<file path="config.mk">
export PLATFORM = sky130hd
export DESIGN_NAME = atou_top
export DESIGN_NICKNAME = d
export VERILOG_FILES = /design/src/hw/atou_cfg_reg.v /design/src/hw/atou_out_slice.v /design/src/hw/atou_top.v
export VERILOG_INCLUDE_DIRS = /design/src /design/src/hw
export SDC_FILE = /design/constraint.sdc
export NUM_CORES = 1
export LEC_CHECK = 0
export ABC_AREA = 1
export BUFFER_PORTS_ARGS = -buffer_cell sky130_fd_sc_hd__buf_2
export CAP_MARGIN = 0
export CORE_ASPECT_RATIO = 0.5
export CORE_UTILIZATION = 55
export DETAILED_ROUTE_END_ITERATION = 10
export GPL_TIMING_DRIVEN = 1
export HOLD_SLACK_MARGIN = 0.12
export PLACE_DENSITY = 0.83
export SYNTH_ARGS = -nofsm -noshare
export SYNTH_HDL_FRONTEND = slang
export SYNTH_HIERARCHICAL = 1
export SYNTH_SLANG_ARGS = --single-unit
export TNS_END_PERCENT = 5
</file>
<file path="constraint.sdc">
create_clock -name mclk -period 2.05 [get_ports mclk]
set_input_delay 0.1025 -clock mclk [delete_from_list [all_inputs] [get_ports mclk]]
set_output_delay 0.1025 -clock mclk [all_outputs]
set_load 0.02 [all_outputs]
</file>
<file path="src/hw/atou_map.vh">
// Register map, reset values and widths for the alert triggered output update block
`ifndef ATOU_MAP_VH
`define ATOU_MAP_VH

// Data, channel and address widths
`define ATOU_DW 8
`define ATOU_NOUT 8
`define ATOU_AW 8

// Per-output trigger source mask addresses
`define ATOU_ADDR_MASK0 8'hC3
`define ATOU_ADDR_MASK1 8'hC5
`define ATOU_ADDR_MASK2 8'hC7
`define ATOU_ADDR_MASK3 8'hC9
`define ATOU_ADDR_MASK4 8'hCB
`define ATOU_ADDR_MASK5 8'hCD
`define ATOU_ADDR_MASK6 8'hCF
`define ATOU_ADDR_MASK7 8'hD1

// Trigger update enable and preset level registers
`define ATOU_ADDR_TRIG_EN 8'hE9
`define ATOU_ADDR_PRESET 8'hEB

// Read-only view of the present output levels
`define ATOU_ADDR_OUT_STATE 8'hF1

// Reset values
`define ATOU_RST_MASK 8'h02
`define ATOU_RST_TRIG_EN 8'h00
`define ATOU_RST_PRESET 8'h00
`define ATOU_RST_OUT 1'h0
`define ATOU_RST_BYTE 8'h00

// Answer to an unmapped read
`define ATOU_UNMAPPED_RD 8'h00

`endif

</file>
<file path="src/hw/atou_cfg_reg.v">
// One byte-wide software configuration register with a fixed reset value
`timescale 1ns/10ps
`include "atou_map.vh"

module atou_cfg_reg #(
  parameter [`ATOU_DW-1:0] RST_VAL = `ATOU_RST_BYTE
) (
  input wire mclk,
  input wire rst,
  input wire wrEn,
  input wire [`ATOU_DW-1:0] wrData,
  output wire [`ATOU_DW-1:0] q
);

  reg [`ATOU_DW-1:0] val_ff; // Stored byte

  // Async reset loads the constant, a write replaces the whole byte
  always @(posedge mclk or posedge rst) begin
    if (rst) begin
      val_ff <= RST_VAL;
    end else if (wrEn) begin
      val_ff <= wrData;
    end
  end

  assign q = val_ff;

endmodule // atou_cfg_reg

</file>
<file path="src/hw/atou_out_slice.v">
// Trigger detection and level register for one general digital output
`timescale 1ns/10ps
`include "atou_map.vh"

module atou_out_slice (
  input wire mclk,
  input wire rst,
  input wire [`ATOU_NOUT-1:0] alertFlags,
  input wire [`ATOU_NOUT-1:0] srcMask,
  input wire trigEn,
  input wire presetLevel,
  input wire swLoad,
  input wire swLevel,
  output wire levelOut,
  output wire trigPulse
);

  reg condPrev_ff; // Condition seen last cycle
  reg level_ff; // Driven output level
  reg trig_ff; // One-cycle trigger marker
  wire cond; // Masked OR of alert flags
  wire condRise; // Condition newly true

  // Only channels whose mask bit is one take part, analog or digital alike
  assign cond = |(alertFlags & srcMask);
  assign condRise = cond & ~condPrev_ff;

  // Edge memory runs even while disabled, so enabling never fires on a stale flag
  always @(posedge mclk or posedge rst) begin
    if (rst) begin
      condPrev_ff <= `ATOU_RST_OUT;
    end else begin
      condPrev_ff <= cond;
    end
  end

  // Trigger wins over a plain software write in the same cycle
  always @(posedge mclk or posedge rst) begin
    if (rst) begin
      level_ff <= `ATOU_RST_OUT;
      trig_ff <= `ATOU_RST_OUT;
    end else begin
      trig_ff <= trigEn & condRise;
      if (trigEn && condRise) begin
        // Preset bit gives the level directly
        level_ff <= presetLevel;
      end else if (swLoad) begin
        // Ordinary software value
        level_ff <= swLevel;
      end
      // Disabled: alerts leave the level alone
    end
  end

  assign levelOut = level_ff;
  assign trigPulse = trig_ff;

endmodule // atou_out_slice

</file>
<file path="src/hw/atou_top.v">
// Alert triggered update logic for the eight general digital outputs
//
// Contract
// Mask bit one lets that channel trigger
// Analog and digital channel alerts both count
// Every selection mask resets to binary 10
// Masks four to seven at CB CD CF D1
// Enabled output updates when selected alert sets
// Disabled output ignores all alert flags
// Software programs mask when enabling trigger update
// Enable register at E9, resets to zero
// Preset level register at EB, resets zero
// Trigger drives output to its preset bit
// Masks zero to two at C3 C5 C7
// Masked OR; output set next cycle
`timescale 1ns/10ps
`include "atou_map.vh"

module atou_top (
  input wire mclk,
  input wire rst,
  input wire [`ATOU_AW-1:0] regAddr,
  input wire [`ATOU_DW-1:0] regWrData,
  input wire regWrEn,
  input wire regRdEn,
  output wire [`ATOU_DW-1:0] regRdData,
  output wire regRdValid,
  input wire [`ATOU_NOUT-1:0] alertFlags,
  input wire [`ATOU_NOUT-1:0] swOutLoad,
  input wire [`ATOU_NOUT-1:0] swOutValue,
  output wire [`ATOU_NOUT-1:0] generalDigitalOutput,
  output wire [`ATOU_NOUT-1:0] trigFired
);

  // Address table of the eight mask registers, output 0 in the low byte
  wire [`ATOU_NOUT*`ATOU_AW-1:0] maskAddrTab; // Packed addresses
  wire [`ATOU_NOUT*`ATOU_DW-1:0] maskBus; // Packed mask values
  wire [`ATOU_NOUT-1:0] maskWrEn; // Per-mask write strobe
  wire [`ATOU_DW-1:0] triggerUpdateEnableBits; // Per-output enable
  wire [`ATOU_DW-1:0] presetLevelBits; // Per-output preset level
  wire trigEnWr; // Enable register write
  wire presetWr; // Preset register write
  reg [`ATOU_DW-1:0] rdData_ff; // Read answer
  reg rdValid_ff; // Read answer marker
  reg [`ATOU_DW-1:0] nxt_rdData; // Read mux result

  // Printed mask offsets, kept in one table so decode can loop
  assign maskAddrTab = {`ATOU_ADDR_MASK7, `ATOU_ADDR_MASK6,
                        `ATOU_ADDR_MASK5, `ATOU_ADDR_MASK4,
                        `ATOU_ADDR_MASK3, `ATOU_ADDR_MASK2,
                        `ATOU_ADDR_MASK1, `ATOU_ADDR_MASK0};

  // Full-byte compare; writes to any other address are dropped silently
  assign trigEnWr = regWrEn & (regAddr == `ATOU_ADDR_TRIG_EN);
  assign presetWr = regWrEn & (regAddr == `ATOU_ADDR_PRESET);

  // Output 0: mask decode, mask register with only channel 1 selected, trigger slice
  assign maskWrEn[0] = regWrEn & (regAddr == maskAddrTab[0*`ATOU_AW +: `ATOU_AW]);
  atou_cfg_reg #(
    .RST_VAL(`ATOU_RST_MASK)
  ) uMask0 (
    .mclk(mclk),
    .rst(rst),
    .wrEn(maskWrEn[0]),
    .wrData(regWrData),
    .q(maskBus[0*`ATOU_DW +: `ATOU_DW])
  );
  atou_out_slice uSlice0 (
    .mclk(mclk),
    .rst(rst),
    .alertFlags(alertFlags),
    .srcMask(maskBus[0*`ATOU_DW +: `ATOU_DW]),
    .trigEn(triggerUpdateEnableBits[0]),
    .presetLevel(presetLevelBits[0]),
    .swLoad(swOutLoad[0]),
    .swLevel(swOutValue[0]),
    .levelOut(generalDigitalOutput[0]),
    .trigPulse(trigFired[0])
  );

  // Output 1: same structure, own mask address
  assign maskWrEn[1] = regWrEn & (regAddr == maskAddrTab[1*`ATOU_AW +: `ATOU_AW]);
  atou_cfg_reg #(
    .RST_VAL(`ATOU_RST_MASK)
  ) uMask1 (
    .mclk(mclk),
    .rst(rst),
    .wrEn(maskWrEn[1]),
    .wrData(regWrData),
    .q(maskBus[1*`ATOU_DW +: `ATOU_DW])
  );
  atou_out_slice uSlice1 (
    .mclk(mclk),
    .rst(rst),
    .alertFlags(alertFlags),
    .srcMask(maskBus[1*`ATOU_DW +: `ATOU_DW]),
    .trigEn(triggerUpdateEnableBits[1]),
    .presetLevel(presetLevelBits[1]),
    .swLoad(swOutLoad[1]),
    .swLevel(swOutValue[1]),
    .levelOut(generalDigitalOutput[1]),
    .trigPulse(trigFired[1])
  );

  // Output 2: same structure, own mask address
  assign maskWrEn[2] = regWrEn & (regAddr == maskAddrTab[2*`ATOU_AW +: `ATOU_AW]);
  atou_cfg_reg #(
    .RST_VAL(`ATOU_RST_MASK)
  ) uMask2 (
    .mclk(mclk),
    .rst(rst),
    .wrEn(maskWrEn[2]),
    .wrData(regWrData),
    .q(maskBus[2*`ATOU_DW +: `ATOU_DW])
  );
  atou_out_slice uSlice2 (
    .mclk(mclk),
    .rst(rst),
    .alertFlags(alertFlags),
    .srcMask(maskBus[2*`ATOU_DW +: `ATOU_DW]),
    .trigEn(triggerUpdateEnableBits[2]),
    .presetLevel(presetLevelBits[2]),
    .swLoad(swOutLoad[2]),
    .swLevel(swOutValue[2]),
    .levelOut(generalDigitalOutput[2]),
    .trigPulse(trigFired[2])
  );

  // Output 3: address sits between its neighbours, same structure
  assign maskWrEn[3] = regWrEn & (regAddr == maskAddrTab[3*`ATOU_AW +: `ATOU_AW]);
  atou_cfg_reg #(
    .RST_VAL(`ATOU_RST_MASK)
  ) uMask3 (
    .mclk(mclk),
    .rst(rst),
    .wrEn(maskWrEn[3]),
    .wrData(regWrData),
    .q(maskBus[3*`ATOU_DW +: `ATOU_DW])
  );
  atou_out_slice uSlice3 (
    .mclk(mclk),
    .rst(rst),
    .alertFlags(alertFlags),
    .srcMask(maskBus[3*`ATOU_DW +: `ATOU_DW]),
    .trigEn(triggerUpdateEnableBits[3]),
    .presetLevel(presetLevelBits[3]),
    .swLoad(swOutLoad[3]),
    .swLevel(swOutValue[3]),
    .levelOut(generalDigitalOutput[3]),
    .trigPulse(trigFired[3])
  );

  // Output 4: same structure, own mask address
  assign maskWrEn[4] = regWrEn & (regAddr == maskAddrTab[4*`ATOU_AW +: `ATOU_AW]);
  atou_cfg_reg #(
    .RST_VAL(`ATOU_RST_MASK)
  ) uMask4 (
    .mclk(mclk),
    .rst(rst),
    .wrEn(maskWrEn[4]),
    .wrData(regWrData),
    .q(maskBus[4*`ATOU_DW +: `ATOU_DW])
  );
  atou_out_slice uSlice4 (
    .mclk(mclk),
    .rst(rst),
    .alertFlags(alertFlags),
    .srcMask(maskBus[4*`ATOU_DW +: `ATOU_DW]),
    .trigEn(triggerUpdateEnableBits[4]),
    .presetLevel(presetLevelBits[4]),
    .swLoad(swOutLoad[4]),
    .swLevel(swOutValue[4]),
    .levelOut(generalDigitalOutput[4]),
    .trigPulse(trigFired[4])
  );

  // Output 5: same structure, own mask address
  assign maskWrEn[5] = regWrEn & (regAddr == maskAddrTab[5*`ATOU_AW +: `ATOU_AW]);
  atou_cfg_reg #(
    .RST_VAL(`ATOU_RST_MASK)
  ) uMask5 (
    .mclk(mclk),
    .rst(rst),
    .wrEn(maskWrEn[5]),
    .wrData(regWrData),
    .q(maskBus[5*`ATOU_DW +: `ATOU_DW])
  );
  atou_out_slice uSlice5 (
    .mclk(mclk),
    .rst(rst),
    .alertFlags(alertFlags),
    .srcMask(maskBus[5*`ATOU_DW +: `ATOU_DW]),
    .trigEn(triggerUpdateEnableBits[5]),
    .presetLevel(presetLevelBits[5]),
    .swLoad(swOutLoad[5]),
    .swLevel(swOutValue[5]),
    .levelOut(generalDigitalOutput[5]),
    .trigPulse(trigFired[5])
  );

  // Output 6: same structure, own mask address
  assign maskWrEn[6] = regWrEn & (regAddr == maskAddrTab[6*`ATOU_AW +: `ATOU_AW]);
  atou_cfg_reg #(
    .RST_VAL(`ATOU_RST_MASK)
  ) uMask6 (
    .mclk(mclk),
    .rst(rst),
    .wrEn(maskWrEn[6]),
    .wrData(regWrData),
    .q(maskBus[6*`ATOU_DW +: `ATOU_DW])
  );
  atou_out_slice uSlice6 (
    .mclk(mclk),
    .rst(rst),
    .alertFlags(alertFlags),
    .srcMask(maskBus[6*`ATOU_DW +: `ATOU_DW]),
    .trigEn(triggerUpdateEnableBits[6]),
    .presetLevel(presetLevelBits[6]),
    .swLoad(swOutLoad[6]),
    .swLevel(swOutValue[6]),
    .levelOut(generalDigitalOutput[6]),
    .trigPulse(trigFired[6])
  );

  // Output 7: last mask, same structure
  assign maskWrEn[7] = regWrEn & (regAddr == maskAddrTab[7*`ATOU_AW +: `ATOU_AW]);
  atou_cfg_reg #(
    .RST_VAL(`ATOU_RST_MASK)
  ) uMask7 (
    .mclk(mclk),
    .rst(rst),
    .wrEn(maskWrEn[7]),
    .wrData(regWrData),
    .q(maskBus[7*`ATOU_DW +: `ATOU_DW])
  );
  atou_out_slice uSlice7 (
    .mclk(mclk),
    .rst(rst),
    .alertFlags(alertFlags),
    .srcMask(maskBus[7*`ATOU_DW +: `ATOU_DW]),
    .trigEn(triggerUpdateEnableBits[7]),
    .presetLevel(presetLevelBits[7]),
    .swLoad(swOutLoad[7]),
    .swLevel(swOutValue[7]),
    .levelOut(generalDigitalOutput[7]),
    .trigPulse(trigFired[7])
  );

  // Enable bits, all off after reset so no output moves on its own
  atou_cfg_reg #(
    .RST_VAL(`ATOU_RST_TRIG_EN)
  ) uTrigEn (
    .mclk(mclk),
    .rst(rst),
    .wrEn(trigEnWr),
    .wrData(regWrData),
    .q(triggerUpdateEnableBits)
  );

  // Preset levels, all low after reset
  atou_cfg_reg #(
    .RST_VAL(`ATOU_RST_PRESET)
  ) uPreset (
    .mclk(mclk),
    .rst(rst),
    .wrEn(presetWr),
    .wrData(regWrData),
    .q(presetLevelBits)
  );

  // Read mux; the output-state view lets software see trigger results
  always @* begin
    nxt_rdData = `ATOU_UNMAPPED_RD;
    case (regAddr)
      `ATOU_ADDR_MASK0: begin
        nxt_rdData = maskBus[0*`ATOU_DW +: `ATOU_DW];
      end
      `ATOU_ADDR_MASK1: begin
        nxt_rdData = maskBus[1*`ATOU_DW +: `ATOU_DW];
      end
      `ATOU_ADDR_MASK2: begin
        nxt_rdData = maskBus[2*`ATOU_DW +: `ATOU_DW];
      end
      `ATOU_ADDR_MASK3: begin
        nxt_rdData = maskBus[3*`ATOU_DW +: `ATOU_DW];
      end
      `ATOU_ADDR_MASK4: begin
        nxt_rdData = maskBus[4*`ATOU_DW +: `ATOU_DW];
      end
      `ATOU_ADDR_MASK5: begin
        nxt_rdData = maskBus[5*`ATOU_DW +: `ATOU_DW];
      end
      `ATOU_ADDR_MASK6: begin
        nxt_rdData = maskBus[6*`ATOU_DW +: `ATOU_DW];
      end
      `ATOU_ADDR_MASK7: begin
        nxt_rdData = maskBus[7*`ATOU_DW +: `ATOU_DW];
      end
      `ATOU_ADDR_TRIG_EN: begin
        nxt_rdData = triggerUpdateEnableBits;
      end
      `ATOU_ADDR_PRESET: begin
        nxt_rdData = presetLevelBits;
      end
      `ATOU_ADDR_OUT_STATE: begin
        nxt_rdData = generalDigitalOutput;
      end
      default: begin
        // Unmapped reads answer zero
        nxt_rdData = `ATOU_UNMAPPED_RD;
      end
    endcase
  end

  // Registered read answer, one cycle after the strobe
  always @(posedge mclk or posedge rst) begin
    if (rst) begin
      rdData_ff <= `ATOU_RST_BYTE;
      rdValid_ff <= `ATOU_RST_OUT;
    end else begin
      rdValid_ff <= regRdEn;
      if (regRdEn) begin
        // Data holds until the next read
        rdData_ff <= nxt_rdData;
      end
    end
  end

  assign regRdData = rdData_ff;
  assign regRdValid = rdValid_ff;

endmodule // atou_top

</file>
# Yosys cells after proc, flatten, opt, wreduce, memory -nomap -nowiden
# Index checks and enable logic that the tools add are counted.
[word_totals] wordCells=130 input_bits=44 output_inout_bits=25 regBits=113
[classes] muxes=17 n_eq_ne=11 reduce_logical=24 bitwise=42
[op_table] operator="== test 8 bit (second input constant)" count=11
[op_table] operator="one-hot mux 8 bit (11 select lines)" count=1
[op_table] operator="AND 8 bit" count=8
[op_table] operator="OR reduction 8 bit" count=8
[op_table] operator="AND 1 bit" count=26
[op_table] operator="2-to-1 mux 1 bit" count=16
[op_table] operator="nonzero test 2 bit" count=8
[op_table] operator="logical AND 1 bit" count=8
[op_table] operator="NOT 1 bit" count=8

# Logic depth before layout (Yosys ltp)
[depth] word_depth=5 depth_mapped=11 ltp_nobuf=9

# Modules after synthesis
# The synthesis kept the hierarchy.
[modules_own_cells] mod="atou_cfg_reg (uMask0 ...)" cells_per_inst=35 seq_area_each_um2=201.4 instances=8 area_per_inst_um2=310.3
[modules_own_cells] mod="atou_out_slice" cells_per_inst=27 seq_area_each_um2=75.1 instances=8 area_per_inst_um2=183.9
[modules_own_cells] mod="atou_top" cells_per_inst=263 seq_area_each_um2=225.2 instances=1 area_per_inst_um2=1367.6
[modules_own_cells] mod="atou_cfg_reg (uPreset ...)" cells_per_inst=35 seq_area_each_um2=200.2 instances=2 area_per_inst_um2=309.0

# Least setup slack after synthesis
# Ideal clock, no wire load.
[synth_timing] path_kind="input to register" startpoint="input port regAddr[6]" endpoint="register uMask0.val_ff[0] (netlist: uMask0/q[0])" path_slack_ns=0.879 n_path_buf=3 t_arrival_ns=1.055 required_time_ns=1.934 stages=10 setup_ns=0.116 path_cell_list="nand2_2 nor2_2 buf_4 buf_6 nand2_1 nor2_1 buf_6 inv_2 nand2_1 nand2_1"
[synth_via] elab_chain_cells=2
[synth_lines] item="start: declaration" line="atou_top.v:22" source="input wire [`ATOU_AW-1:0] regAddr,"
[synth_lines] item="== test 8 bit" line="atou_top.v:58" source="assign maskWrEn[0] = regWrEn & (regAddr == maskAddrTab[0*`ATOU_AW +: `ATOU_AW]);"
[synth_lines] item="AND 1 bit" line="atou_top.v:58"
[synth_lines] item="net maskWrEn[0]" line="atou_top.v:38" source="wire [`ATOU_NOUT-1:0] maskWrEn;"
[synth_lines] item="end signal: assignment" line="atou_cfg_reg.v:22" source="val_ff <= wrData;"
[synth_lines] item="end: declaration" line="atou_cfg_reg.v:15" source="reg [`ATOU_DW-1:0] val_ff;"
# The timed path passes the listed nets, and every way through them passes these cells.
# A chain may end at the register's enable or synchronous reset.

==> reports/results.env <==
DIE_AREA_UM2=11240
DRT-PASS1-ITER-COUNT=6
CTS_HOLD_BUFFERS=26
DRT_ITER0_DRC=898
DR_TOTAL_VIAS=6152
WORST_R2R_ENDPOINT='uSlice0/levelOut'
MOST_NUMEROUS_CELL_IN_THE_YOSYS_NETLIST='sky130_fd_sc_hd__nand2_1'
DIE-HEIGHT_UM=75.48
TIMING_WORST_SLEW_PIN_VALUE_NS=0.5539
YS_SEQ_AREA_SHARE_PCT=47.78
TIMING.CRITICAL_PATH.FROM='uSlice0/levelOut'
PRE_CTS_SLACK_NS=0.5359
DRTANTENNAVIOLNETS=0
SYNTH_TOP_AREA_CELL='sky130_fd_sc_hd__dfrtp_1'
SYNTH_AREA_PER_CELL_UM2=7.165
REG2REG_DEPTH=4
DRC=0
SYN_NETS=873
R2R_SLACK_NS=0.52
GRT_PASS1_VIAS=5560
FINAL-SEQ-AREA_UM2=2838
CRIT_PATH_MAX_FANOUT=3
REPORT.FINAL.SLEW_VIOL_COUNT=0
P_PER_AREA_nW_PER_UM2=821.0
TIMING.CRITICAL_PATH.SLOWEST_STAGE_CELL='sky130_fd_sc_hd__dlygate4sd3_1'
ALL_LAYER_GLOBAL_ROUTING_USAGE_PCT=36.21
FILLER_CELL_COUNT=826
SYNTH.FF_LATCH_COUNT=113
P_LEAK_nW=4.188
CLOCK_TREE.BUFFER_DEPTH=2
PLACE_HPWL_UM=13180
CELLS_TRAVERSED_ALONG_THE_WORST_TIMING_PATH='mux2_2 > dlygate4sd3_1 > nand2_1 > nand2_1'
GRT_FIRST_PASS_WIRELENGTH_UM=28970
ASYNC_S_R_FF_SHARE_SYNTH_PCT=100.0
TIMING.CRITICAL_PATH.TO='uSlice0/levelOut'
CTS_NUM_SINKS=113
FINAL_PERIOD_MINUS_WORST_SETUP_SLACK_NS=1.533
NUM-NETS-FINAL=984
NETLIST-CELL-TYPE-COUNT=16
AVGVIACOUNTPERCELL=5.629
POST_ROUTE_CELLS_DRIVE_ABOVE_1_SHARE_PCT=20.25
SYNTHESIS.INSTANCES=829
CTS_RESIZED=0
YS_TOP_CELLS_BY_COUNT='434 x sky130_fd_sc_hd__nand2_1, 105 x sky130_fd_sc_hd__dfrtp_1, 96 x sky130_fd_sc_hd__nand3_1'
REPORT.FINAL.SETUP_VIOL=0
TIMING.SLEW.HEADROOM_PCT=62.94
WORSTPATHARRIVAL_NS=1.84
FINAL-INSTANCE-COUNT-EXCL-FILL=1093
CP-END-KIND='flip-flop'
DIE_WIDTH_UM=149.0
CORE_AREA_UM2=10340
BOUNDARYPINS=69
YOSYS_MOST_USED_DFF='sky130_fd_sc_hd__dfrtp_1'
SYNTH_ENABLE_FLOP_CELLS=0
CTS_HTREE_LEVELS=4
OVERFLOW=0
CTS_ROOT_BUF='sky130_fd_sc_hd__clkbuf_16'
FINALWORSTSETUPSLACK_NS=0.5175
TIMING.SETUP.TNS_NS=0
MULTI_INPUT_COMB_AREA_UM2=2699
FLOORPLAN.ROWS=26
WORSTSKEWPAIRLATENCY_NS=0.43
CRIT_PATH_START_KIND='flip-flop'
WL_FINAL_UM=19410
FIN_CRIT_SH_PCT=74.76
FMAX_GHz=0.6525
ANTENNA_FOUND_INITIAL=0
COUNT_OF_ANTENNA_DIODES_IN_THE_LAYOUT=0
YS.WARNINGS.COUNT=6
HP-CLASS='input port to flip-flop'
RUN_STATUS='complete, no violations'
CRIT_PATH_FREQUENT_CELL='sky130_fd_sc_hd__nand2_1'
SYNTH.TOP_CELL.AREA_SHARE_PCT=44.24
NUM_CTS_BUFFERS=17
SYN_TO_FINAL_GROWTH_PCT=22.22
GRT_SETUP_UNREPAIRED='no'
PEAKVDDDROP_V=0.0005463
CRITICAL-PATH-MAX-STAGE-DELAY_NS=0.58
PATH_CLK_SLEW_NS=0.06
CTS_TREE='done'
MAX-CAP-VIOLATIONS=0
ROUTED_WIRE_LENGTH_PER_INSTANCE_UM=17.76
CP.REQUIRED_NS=2.36
DP.CELLS=1035
TIMING.SETUP.CRITICAL_PATH_CLASS='flip-flop to flip-flop'
PORTBUFFERS=68
SYNTH_AREA_LEADERS='sky130_fd_sc_hd__dfrtp_1 44%, sky130_fd_sc_hd__nand2_1 27%, sky130_fd_sc_hd__nand3_1 8.1%, sky130_fd_sc_hd__dfstp_2 3.5%, sky130_fd_sc_hd__nor2_1 3.2%'
MAXIMUM_NUMBER_OF_PINS_ON_ONE_NET_BEFORE_GLOBAL_ROUTE_REPAIR=20
GP_CONGESTION=0.9810
INITIAL_CORE_UTIL_PCT=57.41
NUMBER_OF_BUFFERS_INSERTED_TO_REPAIR_SETUP_AFTER_CTS=0
WORST_CLOCK_SKEW_NS=0.007277
HOLD_VIOL=0
TIMING.RR.START='uSlice0/levelOut'
SYNTH_CELL_AREA_UM2=5939
## worst min-delay path by stage
stage,startpoint,to,cells after the start
CTS,alertFlags[1],uSlice7/condPrev_ff,5
global placement,rst,uSlice2/levelOut,2
floorplan,rst,uSlice0/condPrev_ff,1
detailed placement,rst,uSlice0/trigPulse,2
global route,alertFlags[0],uSlice7/condPrev_ff,5
finish,alertFlags[0],uSlice7/condPrev_ff,5
## cell families after synthesis
kind of cell | share of synthesized area, %
and+or+nand+nor | 43.84
muxes | 1.517
buffers and inverters | 6.867
DFF | 47.78
## flip-flops by register name, indices dropped and copies added (netlist names), 8 cells and up
register and flops:
regRdData 8, uMask0/q 8, uMask1/q 8, uMask2/q 8, uMask3/q 8, uMask4/q 8, uMask5/q 8, uMask6/q 8
uMask7/q 8, uPreset/q 8, uTrigEn/q 8
## cells in the final DEF, fill, tap and decap left out, types with 5 or more instances in the layout
master                            n
sky130_fd_sc_hd__nand2_2         19
sky130_fd_sc_hd__nand2_1        434
sky130_fd_sc_hd__buf_2           68
sky130_fd_sc_hd__nand3_1         96
sky130_fd_sc_hd__buf_4           19
sky130_fd_sc_hd__mux2_2           8
sky130_fd_sc_hd__inv_2           12
sky130_fd_sc_hd__dfrtp_1        105
sky130_fd_sc_hd__nor2_2          23
sky130_fd_sc_hd__clkbuf_16       17
sky130_fd_sc_hd__dlygate4sd3_1   26
sky130_fd_sc_hd__clkinvlp_4       5
sky130_fd_sc_hd__clkinv_2         5
sky130_fd_sc_hd__inv_1           47
sky130_fd_sc_hd__nor2_1          51
sky130_fd_sc_hd__dfstp_2          8
## area by class of cell
| class | instances | share of cell area [%] |
|---|---|---|
| timing repair buffer | 113 | 10.24 |
| inverter | 60 | 3.102 |
| sequential | 113 | 39.09 |
| clock buffer | 18 | 6.050 |
| clock inverter | 14 | 1.930 |
| tap | 140 | 2.413 |
| multi-input combinational | 635 | 37.18 |
## critical path, delay by kind of cell, from the launching register on
| family | cells | cell delay (ns) |
|---|---|---|
| buffers and inverters | 1 | 0.58 |
| and+or+nand+nor | 2 | 0.17 |
| DFF | 1 | 0.40 |
| muxes | 1 | 0.28 |
## report_power, final
part	leakage, nW	switching (mW)	internal [mW]
logic	2.40	0.396	0.194
registers	1.51	0.109	2.36
clock network	0.274	1.09	1.81
## per-layer routing
| layer | vias up | part of all wire (%) | track usage, % |
|---|---|---|---|
| met5 | - | 0 | 0 |
| met4 | 0 | 2.4 | 14.40 |
| met2 | 443 | 45 | 56.28 |
| met3 | 59 | 14 | 14.13 |
| met1 | 2890 | 39 | 46.29 |
| li1 | 2760 | - | - |
## per-stage QoR
step                cell area, µm²  power, mW  hold WS, ns  utilization [%]
floorplan                     5939      2.757      -0.1439                -
global placement              6420      2.998       0.2228            62.06
detailed placement            6420      3.016       0.2264            62.06
CTS                           7259      5.938       0.2113            70.17
global route                  7259      6.135       0.2421            70.17
finish                        7259      5.960       0.2395            70.17
Power figures use the tool's default switching activity.
